## config.mk

```make
export PLATFORM = sky130hd
export DESIGN_NAME = usbhtx_ctrl
export DESIGN_NICKNAME = d
export VERILOG_FILES = /design/src/design/usbhtx_pkg.sv /design/src/design/usbhtx_ctrl.sv
export SDC_FILE = /design/constraint.sdc
export NUM_CORES = 1
export LEC_CHECK = 0
export ABC_AREA = 1
export BUFFER_PORTS_ARGS = -buffer_cell sky130_fd_sc_hd__buf_2
export CORE_ASPECT_RATIO = 1.1
export CORE_MARGIN = 4
export CORE_UTILIZATION = 54
export DETAILED_ROUTE_END_ITERATION = 16
export HOLD_SLACK_MARGIN = 0.15
export PLACE_DENSITY_LB_ADDON = 0.05
export SKIP_CTS_REPAIR_TIMING = 1
export SLEW_MARGIN = 20
export SYNTH_ARGS = -nofsm -noshare
export SYNTH_HDL_FRONTEND = slang
export SYNTH_SLANG_ARGS = --single-unit
```

## constraint.sdc

```tcl
create_clock -name ref_clk -period 3.6 [get_ports ref_clk]
set_clock_uncertainty 0.2 [all_clocks]
set_input_delay 0.72 -clock ref_clk [delete_from_list [all_inputs] [get_ports ref_clk]]
set_output_delay 0.72 -clock ref_clk [all_outputs]
set_load 0.01 [all_outputs]
```

## src/design/usbhtx_pkg.sv

```systemverilog
// Purpose: shared constants and carriers of the host transmit endpoint
//          control block
// Assumes: 32-bit classic Wishbone, register index = byte address / 4
// Notes: one 8-bit register per word, low byte lane only
package usbhtx_pkg;

  // ==========================================================
  // sizes
  localparam int NEP = 3;
  localparam int IW = 9;
  localparam int LIMW = 5;
  localparam int CNTW = 16;

  // ==========================================================
  // register indices (byte address is four times the index)
  localparam logic [IW-1:0] IDX_NAK_LIMIT = 9'h10b;
  localparam logic [IW-1:0] IDX_TX [NEP] = '{9'h112, 9'h122, 9'h132};
  localparam logic [IW-1:0] IDX_IRQ_STS = 9'h140;
  localparam logic [IW-1:0] IDX_IRQ_CLR = 9'h141;
  localparam logic [IW-1:0] IDX_IRQ_EN = 9'h142;

  // ==========================================================
  // control/status low byte fields
  localparam int B_NAK_TIMEOUT_FLAG = 7;
  localparam int B_TOGGLE_CLEAR = 6;
  localparam int B_STALLED = 5;
  localparam int B_SETUP = 4;
  localparam int B_FLUSH = 3;
  localparam int B_ERROR = 2;
  localparam int B_FIFO_HAS_PACKET = 1;
  localparam int B_READY = 0;

  // ==========================================================
  // reset values and limits
  localparam logic [7:0] RST_REG = 8'h00;
  localparam logic [LIMW-1:0] LIM_MIN = 5'h02;
  localparam logic [LIMW-1:0] LIM_MAX = 5'h10;
  localparam logic [1:0] TRY_LAST = 2'h2;

  // ==========================================================
  // per-endpoint carriers
  typedef struct packed {
    logic tx_done;
    logic ack_ok;
    logic stall_rx;
    logic no_handshake;
    logic bulk_nak_timeout;
    logic hb_no_response;
    logic bulk_int_mode;
    logic double_buf;
  } usbhtx_evt_s;

  typedef struct packed {
    logic packet_ready;
    logic setup_token;
    logic data_toggle;
    logic flush_one;
    logic flush_all;
    logic abort_load;
    logic dma_stop;
  } usbhtx_ctl_s;

endpackage

```

## src/design/usbhtx_ctrl.sv

```systemverilog
// Purpose: host-mode transmit endpoint control and status with the
//          endpoint 0 NAK limit, reached over classic Wishbone
// Assumes: link engine events are one-cycle pulses on ref_clk
// Notes: interrupt status/clear/enable words, bits 0 ep0, 1..3 ep1..3
`timescale 1ns/1ps
`default_nettype none

module usbhtx_ctrl #(
  parameter int AW = 12,
  parameter int NAK_LIMIT_MAX = 16
) (
  // clock and reset
  input wire logic ref_clk,
  input wire logic rstn,
  // wishbone slave
  input wire logic wb_cyc_i,
  input wire logic wb_stb_i,
  input wire logic wb_we_i,
  input wire logic [AW-1:0] wb_adr_i,
  input wire logic [3:0] wb_sel_i,
  input wire logic [31:0] wb_dat_i,
  output logic [31:0] wb_dat_o,
  output logic wb_ack_o,
  // endpoint 0 link events
  input wire logic frame_tick,
  input wire logic ep0_nak_rx,
  input wire logic ep0_other_rx,
  output logic ep0_halt,
  // endpoints 1..3 link events and controls
  input wire usbhtx_pkg::usbhtx_evt_s [usbhtx_pkg::NEP-1:0] ep_evt,
  output usbhtx_pkg::usbhtx_ctl_s [usbhtx_pkg::NEP-1:0] ep_ctl,
  // interrupt
  output logic irq
);

  // ==========================================================
  // checks
  initial begin
    if (AW < usbhtx_pkg::IW + 2) begin
      $error("address too narrow for register map");
    end
    if (NAK_LIMIT_MAX != 16) begin
      $error("frame counter is sized for a limit of 16");
    end
    if (usbhtx_pkg::CNTW < NAK_LIMIT_MAX) begin
      $error("frame counter narrower than the largest span");
    end
    if (usbhtx_pkg::NEP != 3) begin
      $error("interrupt words are packed for three endpoints");
    end
  end

  // ==========================================================
  // state
  typedef struct packed {
    logic nak_to;
    logic toggle;
    logic stalled;
    logic setup;
    logic error;
    logic ready;
    // packets queued in the FIFO, two at most when double-buffered
    logic [1:0] pkts;
    // attempts without handshake for the packet at the head
    logic [1:0] tries;
    usbhtx_pkg::usbhtx_ctl_s ctl;
  } usbhtx_ep_s;

  typedef struct packed {
    logic ack;
    logic [7:0] rdat;
    logic [usbhtx_pkg::LIMW-1:0] limit;
    logic [usbhtx_pkg::CNTW-1:0] nak_frames;
    // a NAK arrived in the frame now running
    logic nak_seen;
    logic halt;
    // interrupt status and enable, bit 0 for endpoint 0
    logic [usbhtx_pkg::NEP:0] sts;
    logic [usbhtx_pkg::NEP:0] en;
    usbhtx_ep_s [usbhtx_pkg::NEP-1:0] ep;
  } usbhtx_state_s;

  usbhtx_state_s state_reg;
  usbhtx_state_s state_next;

  // ==========================================================
  // functions
  // frames allowed before halt for a limit value m
  function automatic logic [usbhtx_pkg::CNTW-1:0] lim_frames(
    input logic [usbhtx_pkg::LIMW-1:0] m
  );
    logic [usbhtx_pkg::LIMW-1:0] mm;
    // values above the top of the range act as the top value
    mm = (m > usbhtx_pkg::LIM_MAX) ? usbhtx_pkg::LIM_MAX : m;
    lim_frames = usbhtx_pkg::CNTW'(1) << (mm - 5'h01);
  endfunction

  // write-zero-to-clear flag; set is applied later and wins
  function automatic logic w0c(input logic cur, input logic wr,
                               input logic wbit);
    w0c = (wr && !wbit) ? 1'b0 : cur;
  endfunction

  // low byte of the control/status word
  function automatic logic [7:0] csr_byte(input usbhtx_ep_s e);
    csr_byte = usbhtx_pkg::RST_REG;
    csr_byte[usbhtx_pkg::B_NAK_TIMEOUT_FLAG] = e.nak_to;
    csr_byte[usbhtx_pkg::B_STALLED] = e.stalled;
    csr_byte[usbhtx_pkg::B_SETUP] = e.setup;
    csr_byte[usbhtx_pkg::B_ERROR] = e.error;
    csr_byte[usbhtx_pkg::B_FIFO_HAS_PACKET] = (e.pkts != 2'h0);
    csr_byte[usbhtx_pkg::B_READY] = e.ready;
  endfunction

  // ==========================================================
  // next state
  always_comb begin
    logic acc;
    logic wr;
    logic [usbhtx_pkg::IW-1:0] idx;
    logic [7:0] d;
    logic [usbhtx_pkg::NEP:0] ev_irq;
    logic wsel;
    logic nak_frame;
    logic [1:0] cap;
    usbhtx_ep_s e;
    usbhtx_pkg::usbhtx_evt_s ev;
    acc = 1'b0;
    wr = 1'b0;
    idx = '0;
    d = 8'h00;
    ev_irq = '0;
    wsel = 1'b0;
    nak_frame = 1'b0;
    cap = 2'h1;
    e = '0;
    ev = '0;
    state_next = state_reg;
    state_next.ack = 1'b0;

    // bus access: one wait state, answer registered; a write lands
    // at the edge where the master sees ack, while the request still
    // stands, so a request that never sees ack changes nothing
    acc = wb_cyc_i && wb_stb_i && !state_reg.ack;
    wr = wb_cyc_i && wb_stb_i && state_reg.ack && wb_we_i &&
         wb_sel_i[0];
    idx = wb_adr_i[usbhtx_pkg::IW+1:2];
    d = wb_dat_i[7:0];
    if (acc) begin
      state_next.ack = 1'b1;
      state_next.rdat = 8'h00;
      if (idx == usbhtx_pkg::IDX_NAK_LIMIT) begin
        state_next.rdat = {3'h0, state_reg.limit};
      end else if (idx == usbhtx_pkg::IDX_TX[0]) begin
        state_next.rdat = csr_byte(state_reg.ep[0]);
      end else if (idx == usbhtx_pkg::IDX_TX[1]) begin
        state_next.rdat = csr_byte(state_reg.ep[1]);
      end else if (idx == usbhtx_pkg::IDX_TX[2]) begin
        state_next.rdat = csr_byte(state_reg.ep[2]);
      end else if (idx == usbhtx_pkg::IDX_IRQ_STS) begin
        state_next.rdat = {4'h0, state_reg.sts};
      end else if (idx == usbhtx_pkg::IDX_IRQ_EN) begin
        state_next.rdat = {4'h0, state_reg.en};
      end
    end

    // endpoint 0 limit and NAK frame counting; a new limit restarts
    // the count and releases a halted endpoint, but a NAK frame closing in the same cycle is still judged on the old count and limit
    if (wr && idx == usbhtx_pkg::IDX_NAK_LIMIT) begin
      state_next.limit = d[usbhtx_pkg::LIMW-1:0];
      state_next.halt = 1'b0;
      state_next.nak_frames = '0;
    end
    // the tick closes a frame, so a NAK in the tick cycle still counts
    nak_frame = state_reg.nak_seen || ep0_nak_rx;
    if (ep0_other_rx) begin
      state_next.nak_frames = '0;
      state_next.nak_seen = 1'b0;
    end else if (frame_tick) begin
      state_next.nak_seen = 1'b0;
      if (!nak_frame) begin
        state_next.nak_frames = '0;
      end else if (state_reg.limit < usbhtx_pkg::LIM_MIN) begin
        state_next.nak_frames = '0;
      end else if (state_reg.nak_frames ==
                   lim_frames(state_reg.limit)) begin
        // the count holds here, so each further NAK frame re-raises
        // the status bit until a frame without NAK, another handshake or a new limit clears the count
        state_next.halt = 1'b1;
        ev_irq[0] = 1'b1;
      end else begin
        state_next.nak_frames = state_reg.nak_frames +
                                usbhtx_pkg::CNTW'(1);
      end
    end else if (ep0_nak_rx) begin
      state_next.nak_seen = 1'b1;
    end

    // endpoints 1..3, limits from their own interval logic
    for (int i = 0; i < usbhtx_pkg::NEP; i++) begin
      e = state_reg.ep[i];
      ev = ep_evt[i];
      wsel = wr && (idx == usbhtx_pkg::IDX_TX[i]);
      cap = ev.double_buf ? 2'h2 : 2'h1;
      e.ctl.flush_one = 1'b0;
      e.ctl.flush_all = 1'b0;
      e.ctl.abort_load = 1'b0;
      e.ctl.dma_stop = 1'b0;
      // an acknowledged packet flips the toggle; a clear below wins
      if (ev.ack_ok) begin
        e.toggle = ~e.toggle;
      end

      // software side: clears first, so hardware sets win
      e.nak_to = w0c(e.nak_to, wsel, d[usbhtx_pkg::B_NAK_TIMEOUT_FLAG]);
      e.stalled = w0c(e.stalled, wsel, d[usbhtx_pkg::B_STALLED]);
      e.error = w0c(e.error, wsel, d[usbhtx_pkg::B_ERROR]);
      if (wsel) begin
        e.setup = d[usbhtx_pkg::B_SETUP];
        if (d[usbhtx_pkg::B_TOGGLE_CLEAR] || d[usbhtx_pkg::B_SETUP]) begin
          e.toggle = 1'b0;
        end
        // flush with ready set aborts the packet being loaded, so the
        // count of queued packets stays as it is
        if (d[usbhtx_pkg::B_FLUSH]) begin
          e.ctl.flush_one = 1'b1;
          e.ready = 1'b0;
          ev_irq[i+1] = 1'b1;
          if (d[usbhtx_pkg::B_READY]) begin
            e.ctl.abort_load = 1'b1;
          end else if (e.pkts != 2'h0) begin
            e.pkts = e.pkts - 2'h1;
          end
        end else if (d[usbhtx_pkg::B_READY] && !e.ready &&
                     e.pkts < cap) begin
          e.ready = 1'b1;
          e.pkts = e.pkts + 2'h1;
        end
      end

      // hardware side; a double-buffered FIFO frees ready at once so
      // that software can queue the second packet behind the first
      if (e.ready && ev.double_buf && e.pkts == 2'h1) begin
        e.ready = 1'b0;
      end
      // a done report with nothing queued is stale and ignored
      if (ev.tx_done && e.pkts != 2'h0) begin
        e.pkts = e.pkts - 2'h1;
        e.ready = 1'b0;
        e.setup = 1'b0;
        e.tries = 2'h0;
        ev_irq[i+1] = 1'b1;
      end
      // attempts count per packet; a sent packet restarts the count
      if (ev.no_handshake && ev.bulk_int_mode) begin
        if (e.tries == usbhtx_pkg::TRY_LAST) begin
          e.error = 1'b1;
          e.tries = 2'h0;
          e.ready = 1'b0;
          e.pkts = 2'h0;
          e.ctl.flush_all = 1'b1;
          ev_irq[i+1] = 1'b1;
        end else begin
          e.tries = e.tries + 2'h1;
        end
      end
      // a stall empties the FIFO whatever else this cycle brought
      if (ev.stall_rx) begin
        e.stalled = 1'b1;
        e.ctl.dma_stop = 1'b1;
        e.ctl.flush_all = 1'b1;
        e.ready = 1'b0;
        e.pkts = 2'h0;
        e.tries = 2'h0;
        ev_irq[i+1] = 1'b1;
      end
      if (ev.bulk_nak_timeout || ev.hb_no_response) begin
        e.nak_to = 1'b1;
        ev_irq[i+1] = 1'b1;
      end
      // ready stays stored but is masked on the link while nak_to stands
      e.ctl.packet_ready = e.ready && !e.nak_to;
      e.ctl.setup_token = e.setup;
      e.ctl.data_toggle = e.toggle;
      state_next.ep[i] = e;
    end

    // interrupt status: write-one clear, event set wins
    // (enable is plain read/write; status itself ignores writes)
    if (wr && idx == usbhtx_pkg::IDX_IRQ_EN) begin
      state_next.en = d[usbhtx_pkg::NEP:0];
    end
    if (wr && idx == usbhtx_pkg::IDX_IRQ_CLR) begin
      state_next.sts = state_next.sts & ~d[usbhtx_pkg::NEP:0];
    end
    state_next.sts = state_next.sts | ev_irq;
  end

  // ==========================================================
  // registers
  always_ff @(posedge ref_clk or negedge rstn) begin
    if (!rstn) begin
      state_reg <= '0;
    end else begin
      state_reg <= state_next;
    end
  end

  // ==========================================================
  // outputs
  assign wb_ack_o = state_reg.ack;
  // register byte rides in the low lane, upper lanes read zero
  assign wb_dat_o = {24'h000000, state_reg.rdat};
  assign ep0_halt = state_reg.halt;
  assign irq = |(state_reg.sts & state_reg.en);
  always_comb begin
    for (int i = 0; i < usbhtx_pkg::NEP; i++) begin
      ep_ctl[i] = state_reg.ep[i].ctl;
    end
  end

endmodule

`default_nettype wire

```

-- Yosys cells after proc, flatten, opt, wreduce, memory -nomap -nowiden
Index checks and enable logic that the tools add are counted.
- register bits after elaboration: 85
- input bits: 80
- add/sub/neg operators: 14
- order comparisons: 5
- equality and inequality tests: 14
- shift operators: 1
- mux-type cells: 130
- bitwise gates (word level): 7
- reduce and logical (&&, ||, !) cells: 70
- operator list (kind ; number):
    2-to-1 mux 1 bit ; 82
    2-to-1 mux 16 bit ; 5
    == test 9 bit (second input constant) ; 7
    logical AND 1 bit ; 41
    2-to-1 mux 5 bit ; 7
    2-to-1 mux 8 bit ; 4
    2-to-1 mux 3 bit ; 9
    2-to-1 mux 2 bit ; 12
    2-to-1 mux 4 bit ; 6
    nonzero test 2 bit ; 12
    2-to-1 mux 6 bit ; 3
    2-to-1 mux 17 bit ; 1
    adder 16 x 1 -> 16 bit (second input constant) ; 1
    == test 16 bit ; 1
    left shift 1 x 5 -> 16 bit (first input constant) ; 1
    adder 2 x 1 -> 2 bit (second input constant) ; 6
    subtractor 2 x 1 -> 2 bit (second input constant) ; 6
    zero test 1 bit ; 10
    2-to-1 mux 9 bit ; 1
    AND 4 bit ; 2
    == test 2 x 1 -> 1 bit (second input constant) ; 3
    == test 2 bit (second input constant) ; 3
    < comparator 2 bit ; 3
    greater-than comparator 5 bit (second input constant) ; 1
    8 further kinds ; 14

-- Depth between registers and ports, before layout
Gate-level depths: netlist of the first run.
- depth in word-level cells: 16
- gate-level depth with buffers: 24
- mapped depth without buffers: 24

-- Worst setup path after synthesis of the first run
OpenSTA, ideal clock, no wires.
- kind: input to register
- start point: input wb_adr_i[10]
- end point: register state_reg (netlist bit ep_ctl[13])
- setup time: 101 ps
- arrival time: 2979 ps
- required time: 3299 ps
- path slack: 320 ps
- cell stages on the path: 21
- buffers on the path: 1
- path through: buf_2 -> nand4_2 -> nor2_2 -> nand2_2 -> inv_1 -> nand3_1 -> inv_1 -> nand3_1 -> nand2_1 -> o21bai_1 -> inv_1 -> ha_1 -> nor2_1 -> inv_1 -> nand2_1 -> inv_1 -> nand3_1 -> nand2_1 -> nor2_1 -> nand2_1 -> nor4_1
- RTL lines (element ; line ; RTL):
    start, declared ; usbhtx_ctrl.sv:19 ; input wire logic [AW-1:0] wb_adr_i,
    end signal, assigned ; usbhtx_ctrl.sv:305 ; state_reg <= state_next;
    end, declared ; usbhtx_ctrl.sv:83 ; usbhtx_state_s state_reg;

==> impl_metrics.py, run 1 <==
metrics = {
    "logic_synthesis": {
        "muxShareOfSynthArea": 0,
        "synth_area_um2": 5523,
        "ys_seq_area_frac": 0.3806,
        "async_flop_share": 1.000,
        "synth_compound_area_frac": 0.09900,
        "synthAdderAreaFrac": 0.04304,
        "ys_warn_count": 0,
        "synth-edff-count": 0,
        "synth_seq_cells": 84,
        "synth_cells": 735,
        "ys_top_cells_by_count": "nand2_1, inv_1, dfrtp_1, nand3_1, nor2_1",
        "synth-main-ff-cell": "dfrtp_1",
        "yosysTopAreaCell": "dfrtp_1",
        "synth_cell_types": 40,
        "yosysTopAreaCellShare": 0.3806,
        "synth_most_common_cell": "nand2_1",
        "synth_top_family_by_area": "simple AND/OR/NAND/NOR gates",
        "synthTopCellsByArea": "dfrtp_1, nand2_1, buf_4",
        "postSynthAreaPerCell_um2": 7.514,
        "synthSimpleGateAreaFrac": 0.2941,
        "synth_xor_xnor_area_share": 0.03489,
    },
    "worst_setup_path": {
        "path_class": "in -> reg",
        "path_max_fanout": 6,
        "endpoint_kind": "flop",
        "arrival_ps": 3390,
        "start_kind": "primary input",
        "required_ps": 3650,
        "r2r_cells": 19,
    },
    "clock_network": {
        "insertion_delay_ps": 360,
        "clock-sinks": 84,
        "cts_tree": "yes",
        "clk_path_buf_depth": 2,
        "cts_buffers": 9,
        "htree_levels": 3,
        "clk_pin_slew_ps": 90,
        "clockRootBuffer": "clkbuf_8",
    },
    "global_route": {
        "grt_use_total": 0.2361,
        "overflow": 0,
        "top_usage_layer": "met2",
        "first_global_vias": 5019,
        "antenna_found_initial": 0,
        "grt_max_degree": 85,
        "met3_usage": 0.03046,
        "grt_pass1_wl_mm": 22.61,
        "grtUsageMet1": 0.2548,
        "met2_usage": 0.4414,
    },
    "place": {
        "portBuffers": 80,
        "gp_congestion": 0.9227,
        "dp.cells": 933,
        "dp_hpwl_mm": 10.80,
    },
    "power": {
        "vdd_drop_max_v": 0.0002771,
        "p_per_area_nw_per_um2": 370.6,
        "p_leak_nw": 3.150,
    },
    "floorplanning": {
        "io_pins": 136,
        "die_h_um": 114.1,
        "fp-row-count": 38,
        "dieArea_um2": 11910,
        "fp.coreArea_um2": 9937,
        "die_x_um": 104.4,
        "start_util": 0.5558,
    },
    "sta": {
        "max_slew_margin": 0.4275,
        "rsz0062_at_grt": "yes",
        "fin_crit_ps": 3337,
        "tightest_slew_ps": 858.7,
        "max_freq_mhz": 299.7,
        "setup_viol": 0,
        "period_share": 0.9268,
        "drv_slew": 0,
        "hold_violations": 0,
    },
    "routing": {
        "avgRoutedWirePerCell_um": 14.58,
        "drc_errors": 0,
        "via_per_inst": 5.262,
        "ant_nets": 0,
        "drtIter0Drc": 307,
        "first_pass_iters": 5,
        "routed_wl_mm": 13.83,
        "via_count": 4994,
    },
    "status": {
        "status": "complete, no violations",
    },
    "final_layout": {
        "num_antenna_cells": 0,
        "instances_no_fill": 949,
        "fin_nets": 923,
        "largest_reg_flops": 54,
        "drive_above_1_share": 0.2099,
        "area_delta_synth_final_pct": 13.46,
        "final_core_util": 0.6306,
    },
    "flow_run": {
        "max_cap_violations": 0,
    },
    "hold_path": {
        "min_path_type": "in -> async",
    },
}
-- cell type report --
type / count / area [um2]
Fill cell: 912 / 3671
Clock buffer: 13 / 178.9
Timing Repair Buffer: 121 / 714.4
Multi-Input combinational cell: 515 / 2729
Tap cell: 120 / 150.1
Inverter: 93 / 349.1
Clock inverter: 3 / 42.54
Sequential cell: 84 / 2102
-- worst paths after layout --
check                                             start                      end  slack [ps]
worst max-delay path                        wb_adr_i[2]     ep_ctl[13]$_DFF_PN0_         260
worst min-delay path                               rstn  state_reg[72]$_DFF_PN0_         180
worst max register to register  state_reg[10]$_DFF_PN0_      ep_ctl[6]$_DFF_PN0_         440
worst min register to register       ep0_halt$_DFF_PN0_       ep0_halt$_DFF_PN0_         290
max in group asynchronous                          rstn      ep_ctl[7]$_DFF_PN0_        2480
min in group ref_clk                 ep0_halt$_DFF_PN0_       ep0_halt$_DFF_PN0_         290
-- critical path, stage by stage --
cell and delay (ps):
buf_2 100, inv_1 140, nand4_2 200, nor2_4 160
nand2_2 90, buf_4 160, nor2_1 130, inv_1 90
a21boi_1 210, nor2_1 80, nor2_2 110, ha_1 150
nor2_1 50, inv_1 100, nand2_1 90, nand3_1 120
nand2_1 70, nor2_1 190, nand2_1 120, nor4_2 310
-- logic make-up (layout without fill, tap and decap cells) --
logic type | after synthesis | after routing
AO/OA/AOI/OAI | 97 | 97
XOR/XNOR | 22 | 22
adder cells (fa/ha/maj) | 19 | 19
buffers and inverters | 160 | 230
flip-flops | 84 | 84
other | 1 | 25
AND/OR/NAND/NOR | 352 | 352
-- layer usage --
layer  part of all wire  wire length, um
met5                  0                0
met4              0.045              623
met3              0.039              537
met2               0.53             7279
met1               0.39             5392
-- cells in the final DEF, fill, tap and decap left out, types with 2 or more instances in the layout --
cell type    n
or2_2        2
xor2_1      17
nor4_1       6
a21oi_1     25
dfrtp_1     84
nor2_1      55
nand3_4      2
buf_2       79
nor3b_1      2
a31oi_1      2
o21ai_1      6
nor4_2       2
xnor2_1      5
nor3_2       2
buf_4       41
nand2_2      5
inv_2        4
nand2_4      4
nand2_1    151
nand3_1     78
and3_1       2
ha_1        19
a211oi_1     4
clkbuf_8    13
a221oi_1     5
nand4_1     15
o21ai_0     49
conb_1      25
nor2_2      11
nor3_1      11
inv_1       89
-- power breakdown --
part	total, mW	switching (mW)	internal, mW	leakage, nW
sequential	1.07	0.0577	1.01	1.09
clock	0.738	0.342	0.396	0.112
combinational	0.512	0.311	0.201	1.95
-- stage by stage --
step	hold WS [ps]	setup slack (ps)	power [mW]	instance area [um2]	TNS, ps
after CTS	295.4	208.4	2.335	6228	0
after detailed placement	270.6	-149.9	1.594	6007	-680.5
after floorplan	224.4	319.5	1.429	5613	0
after global placement	266.6	-111.5	1.561	6007	-193.5
final	183.7	263.5	2.322	6266	0
after global routing	253.8	-51.22	2.469	6266	-88.80
(Power assumes the default switching activity.)
==> inputs of run 2 (changes only) <==
--- a/config.mk
+++ b/config.mk
@@ -13,6 +13,7 @@
 export DETAILED_ROUTE_END_ITERATION = 16
 export HOLD_SLACK_MARGIN = 0.15
 export PLACE_DENSITY_LB_ADDON = 0.05
+export RECOVER_POWER = 25
 export SKIP_CTS_REPAIR_TIMING = 1
 export SLEW_MARGIN = 20
 export SYNTH_ARGS = -nofsm -noshare
==> impl_metrics.py, run 2 (synthesized netlist as in run 1, its figures left out) <==
metrics = {
    "hold_path": {
        "hold_depth": 2,
        "min_from": "ep0_halt$_DFF_PN0_",
        "worstHoldEndpoint": "ep0_halt$_DFF_PN0_",
        "min_path_type": "reg -> reg",
    },
    "global_route": {
        "grt_max_degree": 85,
        "first_global_vias": 5019,
        "antenna_found_initial": 0,
        "grt_pass1_wl_mm": 22.61,
        "grt_use_total": 0.2361,
        "overflow": 0,
    },
    "clock_network": {
        "cts_buffers": 9,
        "clk_pin_slew_ps": 80,
        "cts_tree": "yes",
        "insertion_delay_ps": 360,
        "clockRootBuffer": "clkbuf_8",
        "clk_path_buf_depth": 2,
        "clock-sinks": 84,
        "htree_levels": 3,
    },
    "routing": {
        "drc_errors": 0,
        "via_per_inst": 5.260,
        "avgRoutedWirePerCell_um": 14.56,
        "first_pass_iters": 5,
        "routed_wl_mm": 13.82,
        "via_count": 4992,
        "ant_nets": 0,
        "drtIter0Drc": 258,
    },
    "worst_setup_path": {
        "r2r_slack_ps": 460,
        "cp_cell_sequence": "buf_2, inv_1, nand4_2, nor2_4, nand2_2, buf_4, nor2_1, inv_1, a21boi_1, nor2_1, nor2_2, ha_1, nor2_1, inv_1, nand2_1, nand3_1, nand2_1, nor2_1, nand2_1, nor4_2",
        "path_buf_inv": 5,
        "cpPeakStageDelay_ps": 330,
        "path_max_fanout": 6,
        "r2r_start": "state_reg[10]$_DFF_PN0_",
        "arrival_ps": 3410,
        "start_kind": "primary input",
        "slowest_stage": "nor4_2",
        "crit_top_cell": "nor2_1",
        "r2r_end": "ep_ctl[6]$_DFF_PN0_",
        "endpoint_kind": "flop",
        "required_ps": 3640,
        "r2r_cells": 19,
        "crit_family": "simple AND/OR/NAND/NOR gates",
        "path_class": "in -> reg",
    },
    "power": {
        "total_power_mw": 2.320,
        "p_leak_nw": 3.136,
        "vdd_drop_max_v": 0.0002768,
        "p_per_area_nw_per_um2": 371.1,
    },
    "sta": {
        "drv_slew": 85,
        "setup_viol": 0,
        "hold_violations": 0,
        "max_slew_margin": -0.3830,
        "tightest_slew_ps": 2074,
        "tns_ps": 0,
        "hold_slack_ps": 291.1,
        "max_freq_mhz": 297.4,
        "fin_crit_ps": 3362,
        "rsz0062_at_grt": "yes",
        "period_share": 0.9340,
    },
    "floorplanning": {
        "io_pins": 136,
        "die_h_um": 114.1,
        "fp-row-count": 38,
        "die_x_um": 104.4,
        "fp.coreArea_um2": 9937,
        "dieArea_um2": 11910,
        "start_util": 0.5558,
    },
    "flow_run": {
        "max_cap_violations": 1,
    },
    "final_layout": {
        "fin_nets": 923,
        "area_delta_synth_final_pct": 13.21,
        "largest_reg_flops": 54,
        "mostFrequentLayoutCells": "nand2_1, inv_1, dfrtp_1",
        "drive_above_1_share": 0.2051,
        "layout_commonest_cell": "nand2_1",
        "num_antenna_cells": 0,
    },
    "place": {
        "dp_hpwl_mm": 10.80,
        "portBuffers": 80,
        "gp_congestion": 0.9227,
    },
    "status": {
        "violations": "capacitance limit, slew limit",
        "status": "finished with violations",
    },
}
run 2: changes by cell type in the layout (fill, tap and decap cells not counted):
cell / previous run / this run
buf_2: 79 / 76
clkbuf_2: 0 / 1
buf_4: 41 / 40
clkbuf_1: 0 / 4
buf_6: 1 / 0
run 2: report_power, final:
part	switching, mW	leakage [nW]	internal, mW
clock network	0.343	0.112	0.396
registers	0.0579	1.09	1.01
logic	0.310	1.94	0.199
run 2: worst max path at each step:
stage | from | endpoint | slack [ps] | cells past startpoint
detailed placement | wb_adr_i[9] | ep_ctl[6]$_DFF_PN0_ | -150 | 18
global placement | wb_adr_i[8] | ep_ctl[13]$_DFF_PN0_ | -110 | 20
finish | wb_adr_i[2] | ep_ctl[13]$_DFF_PN0_ | 240 | 20
floorplan | wb_adr_i[10] | ep_ctl[13]$_DFF_PN0_ | 320 | 21
global route | wb_adr_i[2] | ep_ctl[13]$_DFF_PN0_ | -50 | 22
CTS | wb_adr_i[2] | ep_ctl[13]$_DFF_PN0_ | 210 | 20
run 2: metal layers:
layer,track usage,vias up,routed length [um]
li1,-,2501,-
met2,0.4414,140,7286
met5,0,-,0
met3,0.03046,37,577
met4,0.1410,0,603
met1,0.2548,2314,5351
run 2: per-stage QoR:
step	std cells	cell area [um2]	worst slack, ps	util
after global placement	933	6007	-111.5	0.6045
after global routing	949	6252	-51.22	0.6292
after CTS	949	6228	208.4	0.6268
after detailed placement	933	6007	-149.9	0.6045
after floorplan	759	5613	319.5	-
final	949	6252	237.7	0.6292
run 2: final cells by class:
| cell class | count | area (um2) |
|---|---|---|
| flip-flops and latches | 84 | 2102 |
| clock buffers | 13 | 178.9 |
| clock inverters | 3 | 42.54 |
| inverters | 93 | 349.1 |
| well taps | 120 | 150.1 |
| repair buffers | 121 | 700.7 |
| fillers | 917 | 3685 |
| multi-input cells | 515 | 2729 |
run 2: worst register-to-register path: stages, from the launching register on:
cell	delay [ps]
dfrtp_1	450
ha_1	300
o21ai_0	70
and3_1	150
inv_1	60
nor2_2	50
o21ai_1	190
nand2_1	90
nand3_1	130
inv_1	60
ha_1	170
nor2_1	160
inv_1	120
nand2_1	110
inv_1	60
nand3_1	90
nand2_1	100
nor2_2	150
nand2_1	110
nor4_2	240
==> inputs of run 3 (changes only) <==
--- a/config.mk
+++ b/config.mk
@@ -14,6 +14,7 @@
 export HOLD_SLACK_MARGIN = 0.15
 export PLACE_DENSITY_LB_ADDON = 0.05
 export RECOVER_POWER = 25
+export REMOVE_ABC_BUFFERS = 1
 export SKIP_CTS_REPAIR_TIMING = 1
 export SLEW_MARGIN = 20
 export SYNTH_ARGS = -nofsm -noshare
==> impl_metrics.py, run 3 (synthesized netlist as in run 1, its figures left out) <==
metrics = {
    "sta": {
        "rsz0062_at_grt": "no",
        "max_freq_mhz": 310.8,
        "tightest_slew_ps": 1592,
        "setup_ws_ps": 382.6,
        "period_share": 0.8937,
        "max_slew_margin": -0.06142,
        "fin_crit_ps": 3217,
        "hold_violations": 0,
        "hold_slack_ps": 290.7,
        "setup_viol": 0,
        "drv_slew": 63,
    },
    "hold_path": {
        "min_path_type": "reg -> reg",
        "hold_depth": 2,
        "min_from": "ep0_halt$_DFF_PN0_",
    },
    "routing": {
        "via_per_inst": 5.331,
        "routed_wl_mm": 13.77,
        "ant_nets": 0,
        "first_pass_iters": 5,
        "drc_errors": 0,
        "avgRoutedWirePerCell_um": 14.51,
        "drtIter0Drc": 306,
        "via_count": 5059,
    },
    "worst_setup_path": {
        "arrival_ps": 3320,
        "required_ps": 3700,
        "endpoint_kind": "flop",
        "path_class": "in -> reg",
        "r2r_cells": 22,
        "r2r_start": "state_reg[44]$_DFF_PN0_",
        "start_kind": "primary input",
        "cp-startpoint": "wb_adr_i[8]",
        "path_max_fanout": 5,
    },
    "final_layout": {
        "mostFrequentLayoutCells": "nand2_1, inv_1, dfrtp_1",
        "instances_no_fill": 949,
        "area_delta_synth_final_pct": 12.28,
        "layout_commonest_cell": "nand2_1",
        "num_antenna_cells": 0,
        "drive_above_1_share": 0.1966,
        "largest_reg_flops": 54,
        "final_core_util": 0.6240,
        "fin_nets": 924,
    },
    "clock_network": {
        "clk_pin_slew_ps": 80,
        "clock-sinks": 84,
        "cts_tree": "yes",
        "insertion_delay_ps": 350,
        "clk_path_buf_depth": 2,
        "htree_levels": 3,
        "clockRootBuffer": "clkbuf_8",
        "cts_buffers": 9,
    },
    "global_route": {
        "grt_use_total": 0.2428,
        "overflow": 0,
        "grt_max_degree": 63,
        "grt_pass1_wl_mm": 23.47,
        "antenna_found_initial": 0,
        "first_global_vias": 5025,
    },
    "flow_run": {
        "max_cap_violations": 1,
    },
    "place": {
        "dp_slack_ps": -105.4,
        "dp.cells": 934,
        "dp_hpwl_mm": 10.77,
        "gp_congestion": 0.8998,
        "portBuffers": 80,
    },
    "power": {
        "p_leak_nw": 3.118,
        "p_per_area_nw_per_um2": 362.7,
        "vdd_drop_max_v": 0.0003009,
    },
    "floorplanning": {
        "fp.coreArea_um2": 9937,
        "io_pins": 136,
        "dieArea_um2": 11910,
        "die_h_um": 114.1,
        "fp-row-count": 38,
        "start_util": 0.5558,
        "die_x_um": 104.4,
    },
    "status": {
        "violations": "capacitance limit, slew limit",
        "status": "finished with violations",
    },
}
==> run 3: changes by cell type in the layout (fill, tap and decap cells not counted), sizes merged <==
cell      change
buf           +1
clkbuf        -2
clkinvlp      +1
==> run 3: path summary, 6_finish.rpt <==
check / slack (ps) / end
min reg2reg: 290 / ep0_halt$_DFF_PN0_
min: 290 / ep0_halt$_DFF_PN0_
max reg2reg: 570 / state_reg[43]$_DFF_PN0_
max: 380 / state_reg[43]$_DFF_PN0_
min in group asynchronous: 550 / wb_dat_o[3]$_DFFE_PN0P_
max in group asynchronous: 1680 / state_reg[65]$_DFF_PN0_
==> run 3: routing by layer <==
metal  track usage  vias up  wire length (um)
met1        0.3026     2359              5882
li1              -     2503                 -
met4        0.1020        0               376
met5             0        -                 0
met2        0.4152      168              6639
met3       0.04681       29               872
==> run 3: critical path, stage by stage <==
cell     delay (ps)
buf_2           110
nor2_2          180
nand3_1         120
nor2_1          200
nand2_1         170
buf_4           190
inv_1            60
nand3_1          70
nand2_1          80
a21oi_1          60
ha_1            220
nor2_1          130
inv_1            80
nand2_1         100
inv_1            60
nand3_1         100
nand2_1         100
nor2_1          160
buf_4           140
inv_1            40
nand2_1          60
o21ai_0          80
inv_1            60
==> run 3: power by group <==
part | leakage [nW] | internal, mW | switching, mW
combinational | 1.94 | 0.208 | 0.300
sequential | 1.09 | 1.01 | 0.0545
clock | 0.0914 | 0.335 | 0.337
==> run 3: layout make-up <==
type	count	area, um2
fillers	931	3736
multi-input cells	515	2700
flip-flops and latches	84	2102
repair buffers	122	708.2
inverters	93	349.1
well taps	120	150.1
clock buffers	11	141.4
clock inverters	4	50.05
==> run 3: stage by stage <==
stage               TNS (ps)  power [mW]  instance area (um2)
detailed placement    -247.1       1.599                 6015
finish                     0       2.249                 6201
CTS                        0       2.273                 6206
global route               0       2.415                 6201
global placement           0       1.574                 6015
floorplan                  0       1.366                 5146
